--- src/inc/adc_irq_pkg.sv ---
// constants shared by the converter interrupt unit and its limit comparator
package adc_irq_pkg;

  // word addresses seen on the upper four address lines
  localparam logic [3:0] ENABLE_ADDR = 4'h9;
  localparam logic [3:0] STATUS_ADDR = 4'hA;
  localparam logic [3:0] LIMIT_ADDR = 4'hD;

  // source count and flag positions
  localparam int NUM_SRC = 8;
  localparam int SRC_WATCHDOG = 0;
  localparam int SRC_MATCH = 1;
  localparam int SRC_FIFO = 2;
  localparam int SRC_SHORTCAL = 3;
  localparam int SRC_FULLCAL = 4;
  localparam int SRC_PAUSE = 5;
  localparam int SRC_SUPPLY = 6;
  localparam int SRC_WAKE = 7;

  // field positions inside the enable and status words
  localparam int MATCH_LSB = 8;
  localparam int MATCH_W = 3;
  localparam int THRESH_LSB = 11;
  localparam int THRESH_W = 5;
  localparam int LIMIT2_LSB = 8;

  // values after reset
  localparam logic [15:0] ENABLE_RESET = 16'h0000;
  localparam logic [15:0] LIMIT_RESET = 16'h0000;
  localparam logic [7:0] FLAGS_RESET = 8'h00;
  localparam logic [15:0] DATA_RESET = 16'h0000;
  // synchroniser after reset: strobes idle high, supply good
  localparam logic [25:0] PIN_IDLE = 26'h0000007;

  // wake-up settling delay, least time, rounded up to whole cycles
  localparam int CLOCK_KHZ = 10000;
  localparam int SETTLE_TIME_US = 10000;
  localparam int SETTLE_CYCLES = (SETTLE_TIME_US * CLOCK_KHZ + 999) / 1000;

  // bus handshake states
  typedef enum logic [1:0] {BUS_IDLE, BUS_READ, BUS_WRITE} bus_state_type;

endpackage : adc_irq_pkg

--- src/limit_compare.sv ---
// watchdog limit comparison and the per-instruction limit status word
`timescale 1ns/1ps
`default_nettype none

module limit_compare
(
  // clock and reset
  input wire logic clock,
  input wire logic rst_n,
  // one watchdog comparison result
  input wire logic cmpValid,
  input wire logic signed [8:0] sample,
  input wire logic signed [8:0] limitOne,
  input wire logic dirOne,
  input wire logic signed [8:0] limitTwo,
  input wire logic dirTwo,
  input wire logic [2:0] cmpInstr,
  // clearing
  input wire logic clearRead,
  input wire logic clearReset,
  // results
  output logic crossHit,
  output logic [15:0] limitStatus
);

  ////////////////////////////////////////////////////////////////////////
  // direction one means above the limit, zero means below it
  function automatic logic crossed(input logic signed [8:0] s,
                                   input logic signed [8:0] lim,
                                   input logic dir);
    crossed = dir ? (s > lim) : (s < lim);
  endfunction : crossed

  logic [15:0] status_r; // limit one in low byte, limit two in high byte
  logic [15:0] status_nxt;
  logic hit_r; // one-cycle pulse toward the interrupt flags
  logic hit_nxt;
  logic oneHit;
  logic twoHit;

  ////////////////////////////////////////////////////////////////////////
  // both limits are checked against the same sample in the same cycle
  always_comb
  begin
    oneHit = cmpValid && crossed(sample, limitOne, dirOne); // [RULE6]
    twoHit = cmpValid && crossed(sample, limitTwo, dirTwo); // [RULE6]
    status_nxt = status_r;
    if (clearReset || clearRead)
    begin
      status_nxt = adc_irq_pkg::LIMIT_RESET;
    end
    // a crossing in the clearing cycle still lands
    if (oneHit)
    begin
      status_nxt[cmpInstr] = 1'b1; // [RULE7]
    end
    if (twoHit)
    begin
      status_nxt[adc_irq_pkg::LIMIT2_LSB + int'(cmpInstr)] = 1'b1; // [RULE7]
    end
    hit_nxt = oneHit || twoHit;
  end

  // register the limit word and the crossing pulse
  always_ff @(posedge clock)
  begin
    if (!rst_n)
    begin
      status_r <= adc_irq_pkg::LIMIT_RESET;
      hit_r <= 1'b0;
    end
    else
    begin
      status_r <= status_nxt;
      hit_r <= hit_nxt;
    end
  end

  assign crossHit = hit_r;
  assign limitStatus = status_r;

endmodule : limit_compare
`default_nettype wire

--- src/adc_interrupt_unit.sv ---
// interrupt unit of the sequenced converter: flags, enables, parallel bus
`timescale 1ns/1ps
`default_nettype none

// Function
// RULE1: eight equal sources drive one interrupt pin
// RULE2: interrupt pin low, with transfer request
// RULE3: flags set regardless of enable bits
// RULE4: status read or device reset clears flags
// RULE5: host reads status after enable writes
// RULE6: watchdog crossing sets source zero
// RULE7: limit status records limit and instruction
// RULE8: pointer match sets source one pre-execution
// RULE9: match zero skips first fetch
// RULE10: fifo count equals threshold sets two
// RULE11: short auto-zero done sets three
// RULE12: full calibration done sets four
// RULE13: paused instruction fetch sets five
// RULE14: low analog supply sets six
// RULE15: standby release sets seven after settling
// RULE16: enable bits gate flags onto pin
// RULE17: status shows instruction pointer
// RULE18: status shows fifo conversion count
// RULE19: match interrupt never stops sequencer
// RULE20: enable at 1001, status at 1010
// RULE21: host reads status to find source
// RULE22: configuration reset clears all flags
// RULE23: pin asserted while flags and enables overlap
// RULE24: event during clearing read is kept
module adc_interrupt_unit
#(
  parameter int SETTLE_CYCLES = adc_irq_pkg::SETTLE_CYCLES
)
(
  // clock and reset
  input wire logic clock,
  input wire logic rst_n,
  // parallel host bus pins
  input wire logic chipSelect_n,
  input wire logic readStrobe_n,
  input wire logic writeStrobe_n,
  input wire logic bus_width_select,
  input wire logic [4:0] byte_address_lines,
  input wire logic [15:0] dataIn,
  output logic [15:0] dataOut,
  output logic dataOe_n,
  // sequencer and calibration events, same clock
  input wire logic seqRunning,
  input wire logic [2:0] instrPointer,
  input wire logic fetchStrobe,
  input wire logic [2:0] fetchAddr,
  input wire logic fetchPause,
  input wire logic [4:0] fifoCount,
  input wire logic shortCalDone,
  input wire logic fullCalDone,
  input wire logic configReset,
  input wire logic standbyBit,
  // watchdog comparison, same clock
  input wire logic cmpValid,
  input wire logic signed [8:0] sample,
  input wire logic signed [8:0] limitOne,
  input wire logic dirOne,
  input wire logic signed [8:0] limitTwo,
  input wire logic dirTwo,
  input wire logic [2:0] cmpInstr,
  // supply monitor, asynchronous level
  input wire logic analog_supply_low,
  // outputs to pins
  output logic irqOut_n,
  output logic transfer_request_out
);

  ////////////////////////////////////////////////////////////////////////
  // two-stage synchroniser for every pin input
  localparam int PIN_W = 26;
  logic [PIN_W-1:0] pinRaw;
  logic [PIN_W-1:0] pinMeta_r; // read by the second stage only
  logic [PIN_W-1:0] pinSync_r;

  assign pinRaw = {analog_supply_low, dataIn, byte_address_lines, bus_width_select,
                   writeStrobe_n, readStrobe_n, chipSelect_n};

  // plain shift of both stages; nothing else looks at the first
  always_ff @(posedge clock)
  begin
    if (!rst_n)
    begin
      pinMeta_r <= adc_irq_pkg::PIN_IDLE;
      pinSync_r <= adc_irq_pkg::PIN_IDLE;
    end
    else
    begin
      pinMeta_r <= pinRaw;
      pinSync_r <= pinMeta_r;
    end
  end

  logic rdAct; // synced read cycle active
  logic wrAct; // synced write cycle active
  logic byteMode; // one selects the eight-bit bus
  logic [4:0] addrSync;
  logic [15:0] dataSync;
  logic supplyLow;

  assign rdAct = !pinSync_r[0] && !pinSync_r[1];
  assign wrAct = !pinSync_r[0] && !pinSync_r[2];
  assign byteMode = pinSync_r[3];
  assign addrSync = pinSync_r[8:4];
  assign dataSync = pinSync_r[24:9];
  assign supplyLow = pinSync_r[25];

  ////////////////////////////////////////////////////////////////////////
  // word address decode, identical for both bus widths
  function automatic logic [3:0] wordAddr(input logic [4:0] a);
    wordAddr = a[4:1]; // [RULE20]
  endfunction : wordAddr

  // byte lane pick on the narrow bus, upper lines read as zero
  function automatic logic [15:0] laneOf(input logic [15:0] w, input logic narrow,
                                         input logic high);
    if (!narrow)
    begin
      laneOf = w;
    end
    else if (high)
    begin
      laneOf = {8'h00, w[15:8]};
    end
    else
    begin
      laneOf = {8'h00, w[7:0]};
    end
  endfunction : laneOf

  ////////////////////////////////////////////////////////////////////////
  // watchdog comparator and limit status word
  logic wdHit;
  logic [15:0] limitStatus;
  logic clearLimit;

  limit_compare u_limit
  (
    .clock(clock),
    .rst_n(rst_n),
    .cmpValid(cmpValid),
    .sample(sample),
    .limitOne(limitOne),
    .dirOne(dirOne),
    .limitTwo(limitTwo),
    .dirTwo(dirTwo),
    .cmpInstr(cmpInstr),
    .clearRead(clearLimit),
    .clearReset(configReset),
    .crossHit(wdHit),
    .limitStatus(limitStatus)
  );

  ////////////////////////////////////////////////////////////////////////
  // bus handshake and register file state
  adc_irq_pkg::bus_state_type busState_r;
  adc_irq_pkg::bus_state_type busState_nxt;
  logic [15:0] enable_r; // mask, match value and fifo threshold
  logic [15:0] enable_nxt;
  logic [4:0] wrAddr_r; // address held across a write strobe
  logic [4:0] wrAddr_nxt;
  logic [15:0] wrData_r; // data held across a write strobe
  logic [15:0] wrData_nxt;
  logic [15:0] dataOut_r;
  logic [15:0] dataOut_nxt;
  logic dataOe_n_r;
  logic dataOe_n_nxt;
  logic clearStatus; // status read that empties the flags
  logic [7:0] flags_r;
  logic [15:0] statusWord;

  // progress fields sit above the flags in the status word
  assign statusWord = {fifoCount, instrPointer, flags_r}; // [RULE17] [RULE18]

  // strobe tracking; a read answers at its start, a write lands at its end
  always_comb
  begin
    busState_nxt = busState_r;
    enable_nxt = enable_r;
    wrAddr_nxt = wrAddr_r;
    wrData_nxt = wrData_r;
    dataOut_nxt = dataOut_r;
    dataOe_n_nxt = dataOe_n_r;
    clearStatus = 1'b0;
    clearLimit = 1'b0;
    case (busState_r)
      adc_irq_pkg::BUS_IDLE:
      begin
        if (rdAct)
        begin
          busState_nxt = adc_irq_pkg::BUS_READ;
          dataOe_n_nxt = 1'b0;
          if (wordAddr(addrSync) == adc_irq_pkg::ENABLE_ADDR)
          begin
            dataOut_nxt = laneOf(enable_r, byteMode, addrSync[0]);
          end
          else if (wordAddr(addrSync) == adc_irq_pkg::STATUS_ADDR)
          begin
            dataOut_nxt = laneOf(statusWord, byteMode, addrSync[0]);
            // narrow bus clears on the upper byte so the low byte survives
            clearStatus = !byteMode || addrSync[0]; // [RULE4]
          end
          else if (wordAddr(addrSync) == adc_irq_pkg::LIMIT_ADDR)
          begin
            dataOut_nxt = laneOf(limitStatus, byteMode, addrSync[0]);
            clearLimit = !byteMode || addrSync[0]; // [RULE7]
          end
          else
          begin
            // other device registers live elsewhere
            dataOut_nxt = adc_irq_pkg::DATA_RESET;
          end
        end
        else if (wrAct)
        begin
          busState_nxt = adc_irq_pkg::BUS_WRITE;
          wrAddr_nxt = addrSync;
          wrData_nxt = dataSync;
        end
      end
      adc_irq_pkg::BUS_READ:
      begin
        // hold the answer until the strobe lets go
        if (!rdAct)
        begin
          busState_nxt = adc_irq_pkg::BUS_IDLE;
          dataOe_n_nxt = 1'b1;
        end
      end
      adc_irq_pkg::BUS_WRITE:
      begin
        if (wrAct)
        begin
          // keep sampling so late-settling data is the one taken
          wrAddr_nxt = addrSync;
          wrData_nxt = dataSync;
        end
        else
        begin
          busState_nxt = adc_irq_pkg::BUS_IDLE;
          if (wordAddr(wrAddr_r) == adc_irq_pkg::ENABLE_ADDR)
          begin
            if (!byteMode)
            begin
              enable_nxt = wrData_r;
            end
            else if (wrAddr_r[0])
            begin
              enable_nxt[15:8] = wrData_r[7:0];
            end
            else
            begin
              enable_nxt[7:0] = wrData_r[7:0];
            end
            // the host is expected to read status next to drop glitches [RULE5]
          end
        end
      end
      default:
      begin
        busState_nxt = adc_irq_pkg::BUS_IDLE;
      end
    endcase
  end

  // register the bus side
  always_ff @(posedge clock)
  begin
    if (!rst_n)
    begin
      busState_r <= adc_irq_pkg::BUS_IDLE;
      enable_r <= adc_irq_pkg::ENABLE_RESET;
      wrAddr_r <= 5'h00;
      wrData_r <= adc_irq_pkg::DATA_RESET;
      dataOut_r <= adc_irq_pkg::DATA_RESET;
      dataOe_n_r <= 1'b1;
    end
    else
    begin
      busState_r <= busState_nxt;
      enable_r <= enable_nxt;
      wrAddr_r <= wrAddr_nxt;
      wrData_r <= wrData_nxt;
      dataOut_r <= dataOut_nxt;
      dataOe_n_r <= dataOe_n_nxt;
    end
  end

  ////////////////////////////////////////////////////////////////////////
  // event sources and sticky flags
  localparam int CNT_W = $clog2(SETTLE_CYCLES + 1);
  logic [2:0] matchValue;
  logic [4:0] threshold;
  logic [7:0] events;
  logic [7:0] flags_nxt;
  logic zeroSeen_r; // instruction zero already fetched once
  logic zeroSeen_nxt;
  logic fifoEq_r; // previous fifo equality, for a single event
  logic fifoEq;
  logic standbyPrev_r;
  logic settling_r;
  logic settling_nxt;
  logic [CNT_W-1:0] settleCnt_r;
  logic [CNT_W-1:0] settleCnt_nxt;
  logic wakeEv;
  logic matchEv;
  logic irqOut_n_r;
  logic irqOut_n_nxt;
  logic dmaReq_r;
  logic dmaReq_nxt;

  assign matchValue = enable_r[adc_irq_pkg::MATCH_LSB +: adc_irq_pkg::MATCH_W];
  assign threshold = enable_r[adc_irq_pkg::THRESH_LSB +: adc_irq_pkg::THRESH_W];

  // collect events, fold them into the flags, drive the pins
  always_comb
  begin
    // flag only; the sequencer is never stalled from here [RULE19]
    matchEv = fetchStrobe && (fetchAddr == matchValue) &&
              !((matchValue == 3'h0) && !zeroSeen_r); // [RULE8] [RULE9]
    zeroSeen_nxt = zeroSeen_r;
    if (configReset)
    begin
      zeroSeen_nxt = 1'b0;
    end
    else if (fetchStrobe && (fetchAddr == 3'h0))
    begin
      zeroSeen_nxt = 1'b1; // [RULE9]
    end
    // a zero threshold never fires
    fifoEq = (threshold != 5'h00) && (fifoCount == threshold); // [RULE10]
    // settling count after leaving standby, abandoned if standby returns
    settling_nxt = settling_r;
    settleCnt_nxt = settleCnt_r;
    wakeEv = 1'b0;
    if (standbyBit)
    begin
      settling_nxt = 1'b0;
      settleCnt_nxt = '0;
    end
    else if (standbyPrev_r)
    begin
      settling_nxt = 1'b1;
      settleCnt_nxt = '0;
    end
    else if (settling_r)
    begin
      if (settleCnt_r == CNT_W'(SETTLE_CYCLES - 1))
      begin
        settling_nxt = 1'b0;
        wakeEv = 1'b1; // [RULE15]
      end
      else
      begin
        settleCnt_nxt = settleCnt_r + 1'b1;
      end
    end
    events = '0;
    events[adc_irq_pkg::SRC_WATCHDOG] = wdHit; // [RULE6]
    events[adc_irq_pkg::SRC_MATCH] = matchEv; // [RULE8]
    events[adc_irq_pkg::SRC_FIFO] = fifoEq && !fifoEq_r; // [RULE10]
    events[adc_irq_pkg::SRC_SHORTCAL] = shortCalDone; // [RULE11]
    events[adc_irq_pkg::SRC_FULLCAL] = fullCalDone; // [RULE12]
    events[adc_irq_pkg::SRC_PAUSE] = fetchStrobe && fetchPause; // [RULE13]
    events[adc_irq_pkg::SRC_SUPPLY] = supplyLow; // [RULE14]
    events[adc_irq_pkg::SRC_WAKE] = wakeEv; // [RULE15]
    // clear first, then set: a simultaneous event is kept
    flags_nxt = flags_r;
    if (configReset || clearStatus)
    begin
      flags_nxt = adc_irq_pkg::FLAGS_RESET; // [RULE4] [RULE22]
    end
    flags_nxt = flags_nxt | events; // [RULE3] [RULE24]
    // equal priority: any enabled flag pulls the pin low
    irqOut_n_nxt = !(|(flags_nxt & enable_nxt[7:0])); // [RULE1] [RULE16] [RULE23] [RULE2]
    // request rises on an enabled fifo event, with the pin low, and drops once the fifo is empty
    dmaReq_nxt = dmaReq_r;
    if (configReset || (fifoCount == 5'h00))
    begin
      dmaReq_nxt = 1'b0;
    end
    if (events[adc_irq_pkg::SRC_FIFO] && enable_nxt[adc_irq_pkg::SRC_FIFO])
    begin
      dmaReq_nxt = 1'b1; // [RULE2]
    end
  end

  // register flags and pins
  always_ff @(posedge clock)
  begin
    if (!rst_n)
    begin
      flags_r <= adc_irq_pkg::FLAGS_RESET;
      zeroSeen_r <= 1'b0;
      fifoEq_r <= 1'b0;
      standbyPrev_r <= 1'b0;
      settling_r <= 1'b0;
      settleCnt_r <= '0;
      irqOut_n_r <= 1'b1;
      dmaReq_r <= 1'b0;
    end
    else
    begin
      flags_r <= flags_nxt;
      zeroSeen_r <= zeroSeen_nxt;
      fifoEq_r <= fifoEq;
      standbyPrev_r <= standbyBit;
      settling_r <= settling_nxt;
      settleCnt_r <= settleCnt_nxt;
      irqOut_n_r <= irqOut_n_nxt;
      dmaReq_r <= dmaReq_nxt;
    end
  end

  assign irqOut_n = irqOut_n_r;
  assign transfer_request_out = dmaReq_r;
  assign dataOut = dataOut_r;
  assign dataOe_n = dataOe_n_r;
endmodule : adc_interrupt_unit
`default_nettype wire

--- config.mk ---
export PLATFORM = sky130hd
export DESIGN_NAME = adc_interrupt_unit
export DESIGN_NICKNAME = d
export VERILOG_FILES = /design/src/inc/adc_irq_pkg.sv /design/src/limit_compare.sv /design/src/adc_interrupt_unit.sv
export SDC_FILE = /design/constraint.sdc
export NUM_CORES = 1
export LEC_CHECK = 0
export BUFFER_PORTS_ARGS = -buffer_cell sky130_fd_sc_hd__buf_2
export CORE_MARGIN = 4
export CORE_UTILIZATION = 50
export CTS_CLUSTER_SIZE = 28
export DETAILED_ROUTE_END_ITERATION = 16
export PLACE_DENSITY = 0.75
export SLEW_MARGIN = 20
export SYNTH_ARGS = -nofsm -noshare
export SYNTH_HDL_FRONTEND = slang
export SYNTH_HIERARCHICAL = 1
export SYNTH_SLANG_ARGS = --single-unit
--- constraint.sdc ---
create_clock -name clock -period 1.9 [get_ports clock]
set_input_delay 0 -clock clock [delete_from_list [all_inputs] [get_ports clock]]
set_output_delay 0 -clock clock [all_outputs]
set_load 0.02 [all_outputs]
==> results.tsv, run 1 <==
stage	metric	value	unit
synthesis	mean area per synthesized cell	9.33	um2
clock_network	Worst-Skew Late Latency	0.43	ns
setup_path	Worst setup SP type	flop	
place	routability cong.	0.894	
sta	unrepaired setup endpoints after global routing	true	
sta	max_slew headroom	0.554	
sta	Worst-Margin Slew	0.668	ns
clock_network	total CTS buffers	17	
clock_network	Max clock buf depth	2	
setup_path	CP max stage cell	a2111o_1	
routing	antenna-violating nets left	0	
global_routing	met3 usage	0.0534	
synthesis	Yosys Warn Count	6	
clock_network	H-tree Lvls	4	
synthesis	top cells by area, synth	dfxtp_1, and2_1, nand2_1	
global_routing	initial antenna violation count	0	
place	# port buffers	96	
global_routing	total gr overflow	0	
setup_path	WS Path Type	flop to flop	
synthesis	Mapped Area	0.00648	mm2
synthesis	most common cell in the netlist	dfxtp_1	
routing	DRT Wirelength	16100	um
synthesis	post-synthesis async set-or-reset flop share	0	
floorplanning	Die ar.	0.0148	mm2
synthesis	commonest cells in the netlist	dfxtp_1, nand2_1, nor2_1	
clock_network	CTS tree	built	
setup_path	flop-to-flop setup slack	0.02	ns
flow_run	Max Cap Viol	0	
synthesis	post-synth top area share	0.482	
final_layout	Storage cell area	0.00313	mm2
global_routing	met2 Track Usage GR	0.375	
setup_path	CP Launch Point	pinSync_r[2]	
routing	drt first pass iters	5	
final_layout	layout cells sized above 1	0.239	
outcome	status	complete, no violations	
final_layout	Layout Utilization	0.670	
sta	crit share post-route	0.987	
synthesis	Netlist cell types	60	
floorplanning	die width	122	um
synthesis	Post-synth EDFFs	0	
floorplanning	Core Rows	41	
place	placed inst area	0.00728	mm2
setup_path	crit path cell chain	nor2_1, a2111o_1, buf_12, mux2i_4, o22ai_2, o41ai_2	
sta	setup violators final	0	
setup_path	critical path arrival	2.20	ns
floorplanning	I/O pin cnt	98	
setup_path	Max stage delay on crit path	0.44	ns
routing	1st-iter DRT viols	448	
synthesis	Mapped Cells	695	
routing	Vias	5557	
synthesis	Main synth FF type	dfxtp_1	
synthesis	post-synthesis sequential area ratio	0.482	
sta	Max Freq	533	MHz
sta	final hold violation count	0	
floorplanning	Initial Util	0.512	
clock_network	clk slew on worst S/H paths	0.06	ns
global_routing	first-pass GRT wire length	25800	um
floorplanning	core footprint	0.0127	mm2
sta	clk_skew	0.00964	ns
power	VDD IR-drop max	786	uV
final_layout	Antenna Cells	0	
place	hpwl dp	11400	um
final_layout	area added between synthesis and finish	30.9	%
final_layout	fin area	0.00849	mm2
setup_path	Critical Path Sink Type	flop	
global_routing	Most Crowded Layer GR	met2	
synthesis	Post-Syn Nets	793	
min_path	min-delay src	fifoCount[0]	
routing	DR WL/cell	15.5	um
final_layout	fillers	1005	
setup_path	Reg-to-Reg Start	pinSync_r[2]	
global_routing	largest net degree at the start of global routing	66	
clock_network	CTS Sinks	156	
min_path	HP Class	input pin to flop	
global_routing	vias in the first global route	5484	
routing	number of vias per cell	5.37	
global_routing	gr usage total	0.221	
sta	Final Critical Period	1.88	ns
setup_path	Worst EP required	2.22	ns
sta	Slew Limit Fails	0	
setup_path	Critical Path Fanout Max	8	
floorplanning	Die Y	122	um
synthesis	Synth area leader	dfxtp_1	
synthesis	#FFs+latches synth	156	
routing	DRC viols	0	
final_layout	area of the multi-input gates	0.00327	mm2
clock_network	clk root buf	clkbuf_16	
global_routing	grt met1 use	0.270	
power	Cell Pwr Density	852	mW/mm2
power	Lkg Pwr	3.48	nW
final_layout	final net count	948	
metal layers:
| layer | up-vias | share of wire |
|---|---|---|
| met1 | 2596 | 0.44 |
| met4 | 0 | 0.019 |
| met2 | 168 | 0.49 |
| met3 | 23 | 0.052 |
| met5 | - | 0 |
| li1 | 2770 | - |
power breakdown:
group | switching [W] | internal [W]
Clock | 0.00135 | 0.00197
Sequential | 0.0000338 | 0.00334
Combinational | 0.000270 | 0.000265
Total | 0.00165 | 0.00558
worst paths after layout:
| check | to | depth (start not counted) |
|---|---|---|
| worst max register to register | irqOut_n | 6 |
| worst min-delay path | transfer_request_out | 4 |
| worst min register to register | pinSync_r[1] | 1 |
| worst max-delay path | irqOut_n | 6 |
sequential cells by signal (all words and copies together), names as in the netlist, 2 cells and up:
name and cells:
wrData_r 16, pinMeta_r 26, wrAddr_r 5, settleCnt_r 17
enable_r 16, dataOut 16, u_limit/limitStatus 16, pinSync_r 26
flags_r 8, busState_r 2
stage by stage:
stage	hold WS (ns)	setup WS [ns]	power (W)	TNS [ns]	instances
floorplan	0.0793	0.000435	0.00371	0	695
global placement	0.187	-0.0963	0.00388	-1.02	958
detailed placement	0.191	-0.217	0.00391	-2.49	958
CTS	0.00676	0.00594	0.00726	0	1034
global route	0.0382	-0.0517	0.00747	-0.149	1035
finish	0.0261	0.0247	0.00723	0	1035
repair_timing:
item | CTS | global route
endpoints found under the setup margin | 21 | 19
hold endpoints to repair | 40 | 0
gates resized for setup | 14 | 25
buffers inserted | 4 | 1
hold buffers | 40 | 0
pin swaps | 3 | 8
layout make-up:
| class | count | share of cell area |
|---|---|---|
| sequential | 156 | 0.369 |
| timing repair buffer | 174 | 0.139 |
| clock inverter | 13 | 0.0165 |
| tap | 172 | 0.0254 |
| inverter | 27 | 0.0119 |
| clock buffer | 19 | 0.0522 |
| multi-input combinational | 474 | 0.386 |
critical path, delay by kind of cell, from the launching register on:
| kind | cells | cell delay (ns) |
|---|---|---|
| mux | 1 | 0.18 |
| compound gates | 3 | 0.91 |
| flops | 1 | 0.39 |
| buf+inv | 1 | 0.18 |
| simple gates | 1 | 0.11 |
placed cells by master, fill, tap and decap left out, drive strengths merged, types with 11 or more instances in the layout:
cell type    Yosys  routed
and2            51      51
a211oi          15      15
nand2b          14      14
mux2i           22      22
dfxtp          156     156
buf              6     134
ha              19      19
nand2           77      77
xor2            11      11
a32o            12      12
inv             27      30
clkbuf          32      19
nor2            56      56
a21oi           44      44
nand4           13      13
dlygate4sd3      0      40
o21ai           23      23
logic make-up (layout without fill, tap and decap cells):
logic type,count (synthesis),count (layout),share of synthesized area
buf+inv,65,233,0.0407
fa+ha+maj,19,19,0.0367
flops,156,156,0.482
mux,22,22,0.0340
xor+xnor,15,15,0.0203
simple gates,262,262,0.208
compound gates,156,156,0.178
Note: power is estimated with default switching activity, not from simulation.
==> inputs of run 2 (changes only) <==
--- a/config.mk
+++ b/config.mk
@@ -5,6 +5,7 @@
 export SDC_FILE = /design/constraint.sdc
 export NUM_CORES = 1
 export LEC_CHECK = 0
+export ABC_AREA = 1
 export BUFFER_PORTS_ARGS = -buffer_cell sky130_fd_sc_hd__buf_2
 export CORE_MARGIN = 4
 export CORE_UTILIZATION = 50
@@ -14,5 +15,4 @@
 export SLEW_MARGIN = 20
 export SYNTH_ARGS = -nofsm -noshare
 export SYNTH_HDL_FRONTEND = slang
-export SYNTH_HIERARCHICAL = 1
 export SYNTH_SLANG_ARGS = --single-unit
==> run 2 against run 1 <==
  * Sequential cell count stayed put
  * Worst setup slack better by 0.15 ns
  * Clock skew is 0.0017 ns lower
  * Sequential power hardly changed
  * Final cell count is 25% higher
  * Total power is 2.6% higher
  * Largest cell class is now sequential cells
==> results.tsv, run 2 <==
stage	metric	value	unit
final_layout	Storage cell area	0.00312	mm2
routing	DR WL/cell	12.9	um
synthesis	Synth area leader	dfxtp_1	
synthesis	top cells by area, synth	dfxtp_1, nand2_1, inv_1	
setup_path	Worst setup SP type	flop	
sta	Slew Limit Fails	0	
synthesis	Mapped Area	0.00698	mm2
place	placed inst area	0.00762	mm2
floorplanning	die width	126	um
setup_path	WS Path Type	flop to flop	
sta	Sum Neg Setup Slack	0	ns
final_layout	layout cells sized above 1	0.156	
floorplanning	core footprint	0.0135	mm2
synthesis	post-synthesis async set-or-reset flop share	0	
setup_path	critical path arrival	2.04	ns
setup_path	Critical Path Sink Type	flop	
sta	max_slew headroom	0.713	
clock_network	Worst-Skew Late Latency	0.43	ns
setup_path	Critical Path Fanout Max	14	
power	Pwr Total	0.00742	W
routing	Vias	6547	
synthesis	post-synth top area share	0.447	
synthesis	Post-Syn Nets	1058	
setup_path	WP buf/inv	2	
floorplanning	Core Rows	42	
sta	Worst-Margin Slew	0.430	ns
sta	Final Critical Period	1.73	ns
clock_network	clk slew on worst S/H paths	0.06	ns
clock_network	H-tree Lvls	4	
floorplanning	Die ar.	0.0159	mm2
floorplanning	Initial Util	0.519	
routing	1st-iter DRT viols	714	
synthesis	Netlist cell types	39	
clock_network	Setup Fix Bufs, Post-CTS	0	
setup_path	crit path cell chain	ha_1, inv_1, nor2_1, nand3_1, nand2_1, inv_2, nand3b_1, o21ai_0, nand2_1, nor2_1	
outcome	status	complete, no violations	
floorplanning	Die Y	126	um
place	hpwl dp	11400	um
synthesis	mean area per synthesized cell	7.27	um2
routing	DRT Wirelength	16600	um
setup_path	CP max stage cell	dfxtp_1	
synthesis	Post-synth EDFFs	0	
sta	hold_ws	0.0310	ns
sta	setup violators final	0	
final_layout	biggest regs	pinMeta_r: 26 flops, pinSync_r: 26 flops, settleCnt_r: 17 flops	
final_layout	final net count	1201	
place	# port buffers	96	
clock_network	CTS tree	built	
sta	Max Freq	579	MHz
sta	unrepaired setup endpoints after global routing	false	
clock_network	CTS Sinks	156	
final_layout	area added between synthesis and finish	25.7	%
setup_path	Worst EP required	2.21	ns
routing	antenna-violating nets left	0	
final_layout	area of the multi-input gates	0.00307	mm2
setup_path	delay-heaviest family, CP	simple AND/OR/NAND/NOR gates	
global_routing	initial antenna violation count	0	
routing	number of vias per cell	5.07	
final_layout	fillers	1166	
sta	crit share post-route	0.910	
clock_network	clk root buf	clkbuf_16	
floorplanning	I/O pin cnt	98	
synthesis	Yosys Warn Count	0	
final_layout	fin area	0.00878	mm2
power	VDD IR-drop max	576	uV
synthesis	most common cell in the netlist	nand2_1	
global_routing	first-pass GRT wire length	28000	um
global_routing	gr usage total	0.213	
power	Lkg Pwr	4.02	nW
sta	final hold violation count	0	
min_path	HP Class	input pin to flop	
final_layout	Antenna Cells	0	
synthesis	Mapped Cells	960	
global_routing	largest net degree at the start of global routing	87	
synthesis	Main synth FF type	dfxtp_1	
routing	drt first pass iters	6	
setup_path	Max stage delay on crit path	0.36	ns
synthesis	commonest cells in the netlist	nand2_1, inv_1, dfxtp_1	
clock_network	Max clock buf depth	2	
clock_network	total CTS buffers	17	
synthesis	post-synthesis sequential area ratio	0.447	
routing	DRC viols	0	
sta	clk_skew	0.00792	ns
global_routing	vias in the first global route	6182	
global_routing	total gr overflow	0	
place	routability cong.	0.879	
flow_run	Max Cap Viol	0	
synthesis	#FFs+latches synth	156	
final_layout	most common cell after layout, fill and taps aside	nand2_1	
power	Cell Pwr Density	845	mW/mm2
final_layout	most frequent cells in the layout	nand2_1, inv_1, dfxtp_1	
## run 2: cell count changes in the layout (fill, tap and decap cells not counted), moves of 27 or more
cell,delta
buf_4,-27
nand2_1,+124
and2_1,-51
o21ai_0,+63
inv_1,+140
a21oi_1,+46
## run 2: final cells by class
cell class                 instances  area share
clock inverter                    12      0.0184
multi-input combinational        598       0.350
sequential                       156       0.356
clock buffer                      19      0.0516
timing repair buffer             159       0.126
inverter                         171      0.0731
tap                              176      0.0251
## run 2: path summary, 6_finish.rpt
kind,start,endpoint,slack [ns],cells after the start
min reg2reg,pinMeta_r[0],pinSync_r[0],0.41,1
min,rst_n,irqOut_n,0.03,3
max,settleCnt_r[0],settleCnt_r[9],0.17,10
max reg2reg,settleCnt_r[0],settleCnt_r[9],0.17,10
## run 2: timing repair
action,CTS,global route
endpoints found under the hold margin,55,4
endpoints found under the setup margin,0,4
hold buffers,52,1
gates resized for setup,0,6
## run 2: where the power goes
group	internal, W	total, W	switching, W	leakage [nW]
Combinational	0.000244	0.000561	0.000317	2.46
Sequential	0.00335	0.00338	0.0000315	1.27
Clock	0.00214	0.00347	0.00134	0.292
## run 2: cells by family (layout without fill, tap and decap cells)
logic type | after synthesis | in the layout | share of synthesized area
AOI/OAI and AO/OA | 206 | 206 | 0.166
and+or+nand+nor | 366 | 366 | 0.227
buffers and inverters | 206 | 361 | 0.117
adders and majority gates | 19 | 19 | 0.0341
DFF | 156 | 156 | 0.447
xor gates and xnor gates | 7 | 7 | 0.00878
## run 2: worst register-to-register path: stages, from the launching register on
cell      delay, ns
dfxtp_1        0.36
ha_1           0.19
inv_1          0.07
nor2_1         0.28
nand3_1        0.12
nand2_1        0.11
inv_2          0.12
nand3b_1       0.17
o21ai_0        0.10
nand2_1        0.06
nor2_1         0.03
## run 2: metal layers
layer	vias to the layer above	track usage	share of wire
met5	-	0	0
met4	0	0.0909	0.028
met3	36	0.0461	0.064
met2	209	0.352	0.47
met1	2931	0.268	0.44
li1	3371	-	-
## run 2: per-stage QoR
stage,std cells,utilization,setup slack (ns)
floorplan,960,-,0.445
global placement,1208,0.566,0.228
detailed placement,1208,0.566,0.174
CTS,1291,0.650,0.0431
global route,1291,0.652,0.0125
finish,1291,0.652,0.171
==> inputs of run 3 (changes only) <==
--- a/config.mk
+++ b/config.mk
@@ -9,9 +9,9 @@
 export BUFFER_PORTS_ARGS = -buffer_cell sky130_fd_sc_hd__buf_2
 export CORE_MARGIN = 4
 export CORE_UTILIZATION = 50
-export CTS_CLUSTER_SIZE = 28
 export DETAILED_ROUTE_END_ITERATION = 16
 export PLACE_DENSITY = 0.75
+export SETUP_SLACK_MARGIN = 0.2
 export SLEW_MARGIN = 20
 export SYNTH_ARGS = -nofsm -noshare
 export SYNTH_HDL_FRONTEND = slang
==> run 3 against run 2 <==
  * Final cell count up 0.15%
  * Sequential share of layout area down 0.20 points
  * Register-to-register slack better by 0.12 ns
  * Critical path type unchanged
  * Highest routed layer unchanged
==> results.tsv, run 3 (synthesis results as in run 2) <==
stage	metric	value	unit
outcome	status	complete, no violations	
sta	Max Freq	623	MHz
final_layout	final net count	1203	
setup_path	Worst setup SP type	flop	
routing	drt first pass iters	6	
routing	number of vias per cell	5.08	
place	# port buffers	96	
final_layout	most common cell after layout, fill and taps aside	nand2_1	
setup_path	Critical Path Sink Type	flop	
sta	final worst setup slack	0.295	ns
setup_path	Critical Path Fanout Max	10	
final_layout	area added between synthesis and finish	27.0	%
final_layout	Antenna Cells	0	
floorplanning	I/O pin cnt	98	
clock_network	Worst-Skew Late Latency	0.43	ns
routing	DR WL/cell	13.0	um
sta	Slew Limit Fails	0	
power	Lkg Pwr	4.05	nW
global_routing	first-pass GRT wire length	27900	um
place	routability cong.	0.879	
routing	antenna-violating nets left	0	
clock_network	CTS Sinks	156	
place	Place WS	0.174	ns
sta	crit share post-route	0.845	
power	Cell Pwr Density	838	mW/mm2
sta	unrepaired setup endpoints after global routing	true	
setup_path	WS Path Type	flop to flop	
sta	clk_skew	0.00675	ns
final_layout	layout cells sized above 1	0.175	
floorplanning	core footprint	0.0135	mm2
setup_path	flop-to-flop setup slack	0.29	ns
floorplanning	Initial Util	0.519	
place	hpwl dp	11400	um
floorplanning	die width	126	um
sta	setup violators final	0	
setup_path	Worst EP required	2.22	ns
clock_network	CTS tree	built	
min_path	Hold Path End	transfer_request_out	
min_path	min-delay src	fifoCount[3]	
clock_network	Max clock buf depth	2	
routing	1st-iter DRT viols	762	
routing	DRC viols	0	
sta	hold_ws	0.0322	ns
clock_network	total CTS buffers	17	
clock_network	clk root buf	clkbuf_16	
routing	DRT Wirelength	16800	um
sta	max_slew headroom	0.707	
flow_run	Max Cap Viol	0	
global_routing	largest net degree at the start of global routing	87	
final_layout	most frequent cells in the layout	nand2_1, inv_1, dfxtp_1	
min_path	HP Class	input pin to flop	
floorplanning	Die ar.	0.0159	mm2
global_routing	initial antenna violation count	0	
global_routing	vias in the first global route	6182	
min_path	hold path depth	5	
sta	final hold violation count	0	
floorplanning	Core Rows	42	
setup_path	Worst Reg-to-Reg Cells	9	
clock_network	H-tree Lvls	4	
sta	Final Critical Period	1.61	ns
setup_path	Reg-to-Reg Start	settleCnt_r[0]	
sta	Worst-Margin Slew	0.440	ns
sta	Sum Neg Setup Slack	0	ns
global_routing	total gr overflow	0	
setup_path	capturing point of the worst reg2reg path	settleCnt_r[3]	
setup_path	critical path arrival	1.92	ns
clock_network	clk slew on worst S/H paths	0.06	ns
floorplanning	Die Y	126	um
routing	Vias	6566	
power	VDD IR-drop max	576	uV
final_layout	biggest regs	pinMeta_r: 26 flops, pinSync_r: 26 flops, settleCnt_r: 17 flops	
global_routing	gr usage total	0.212	
final_layout	fillers	1150	
run 3: cell types whose count changed in the layout (fill, tap and decap cells not counted), moves of 2 or more:
cell / change
dlygate4sd3_1: -3
dfxtp_2: +7
nor2_1: -2
nand2_1: -2
nor3_4: +2
nor2_4: +2
dfxtp_1: -8
nand2_2: +2
buf_4: +3
inv_1: -2
run 3: where the power goes:
group	internal (W)	switching [W]
clock	0.00214	0.00134
sequential	0.00335	0.0000327
combinational	0.000248	0.000321
run 3: cell type report:
type | instances | area (um2) | share of cell area
Clock buffer | 19 | 453 | 0.0511
Clock inverter | 12 | 161 | 0.0182
Inverter | 171 | 647 | 0.0730
Multi-Input combinational cell | 599 | 3120 | 0.352
Sequential cell | 156 | 3140 | 0.354
Tap cell | 176 | 220 | 0.0249
Timing Repair Buffer | 160 | 1120 | 0.127
run 3: layer usage:
| metal | routed length (um) | up-vias | track usage |
|---|---|---|---|
| met5 | 0 | - | 0 |
| met4 | 457 | 0 | 0.0896 |
| met3 | 1110 | 39 | 0.0457 |
| met2 | 7980 | 219 | 0.353 |
| met1 | 7250 | 2932 | 0.267 |
| li1 | - | 3376 | - |
run 3: worst max-delay path by stage:
stage	startpoint	endpoint	slack, ns
after global placement	pinSync_r[0]	irqOut_n	0.23
final	settleCnt_r[0]	settleCnt_r[3]	0.29
after floorplan	settleCnt_r[0]	settleCnt_r[3]	0.44
after detailed placement	sample[8]	u_limit.limitStatus[10]	0.17
after global routing	busState_r[0]	irqOut_n	0.16
after CTS	wrAddr_r[4]	irqOut_n	0.20
run 3: worst max-delay path, stage by stage, from the launching register on:
cell	delay, ns
dfxtp_1	0.36
ha_1	0.20
inv_2	0.07
nor2_4	0.14
nand3_1	0.12
nand2_2	0.12
buf_4	0.18
nor2_1	0.07
o21ai_0	0.18
a21oi_1	0.05
run 3: per-stage QoR:
stage / utilization / instance area, um2 / power [W] / std cells
finish: 0.659 / 8860 / 0.00743 / 1293
global route: 0.659 / 8860 / 0.00771 / 1293
floorplan: - / 6980 / 0.00374 / 960
detailed placement: 0.566 / 7620 / 0.00392 / 1208
global placement: 0.566 / 7620 / 0.00391 / 1208
CTS: 0.649 / 8730 / 0.00745 / 1288
run 3: timing repair:
action / in CTS / in global routing
pin swaps: 0 / 6
gates resized for setup: 2 / 29
buffers inserted: 0 / 4
setup endpoints to repair: 1 / 34
hold buffers: 49 / 0
cloned: 0 / 1
endpoints found under the hold margin: 55 / 0
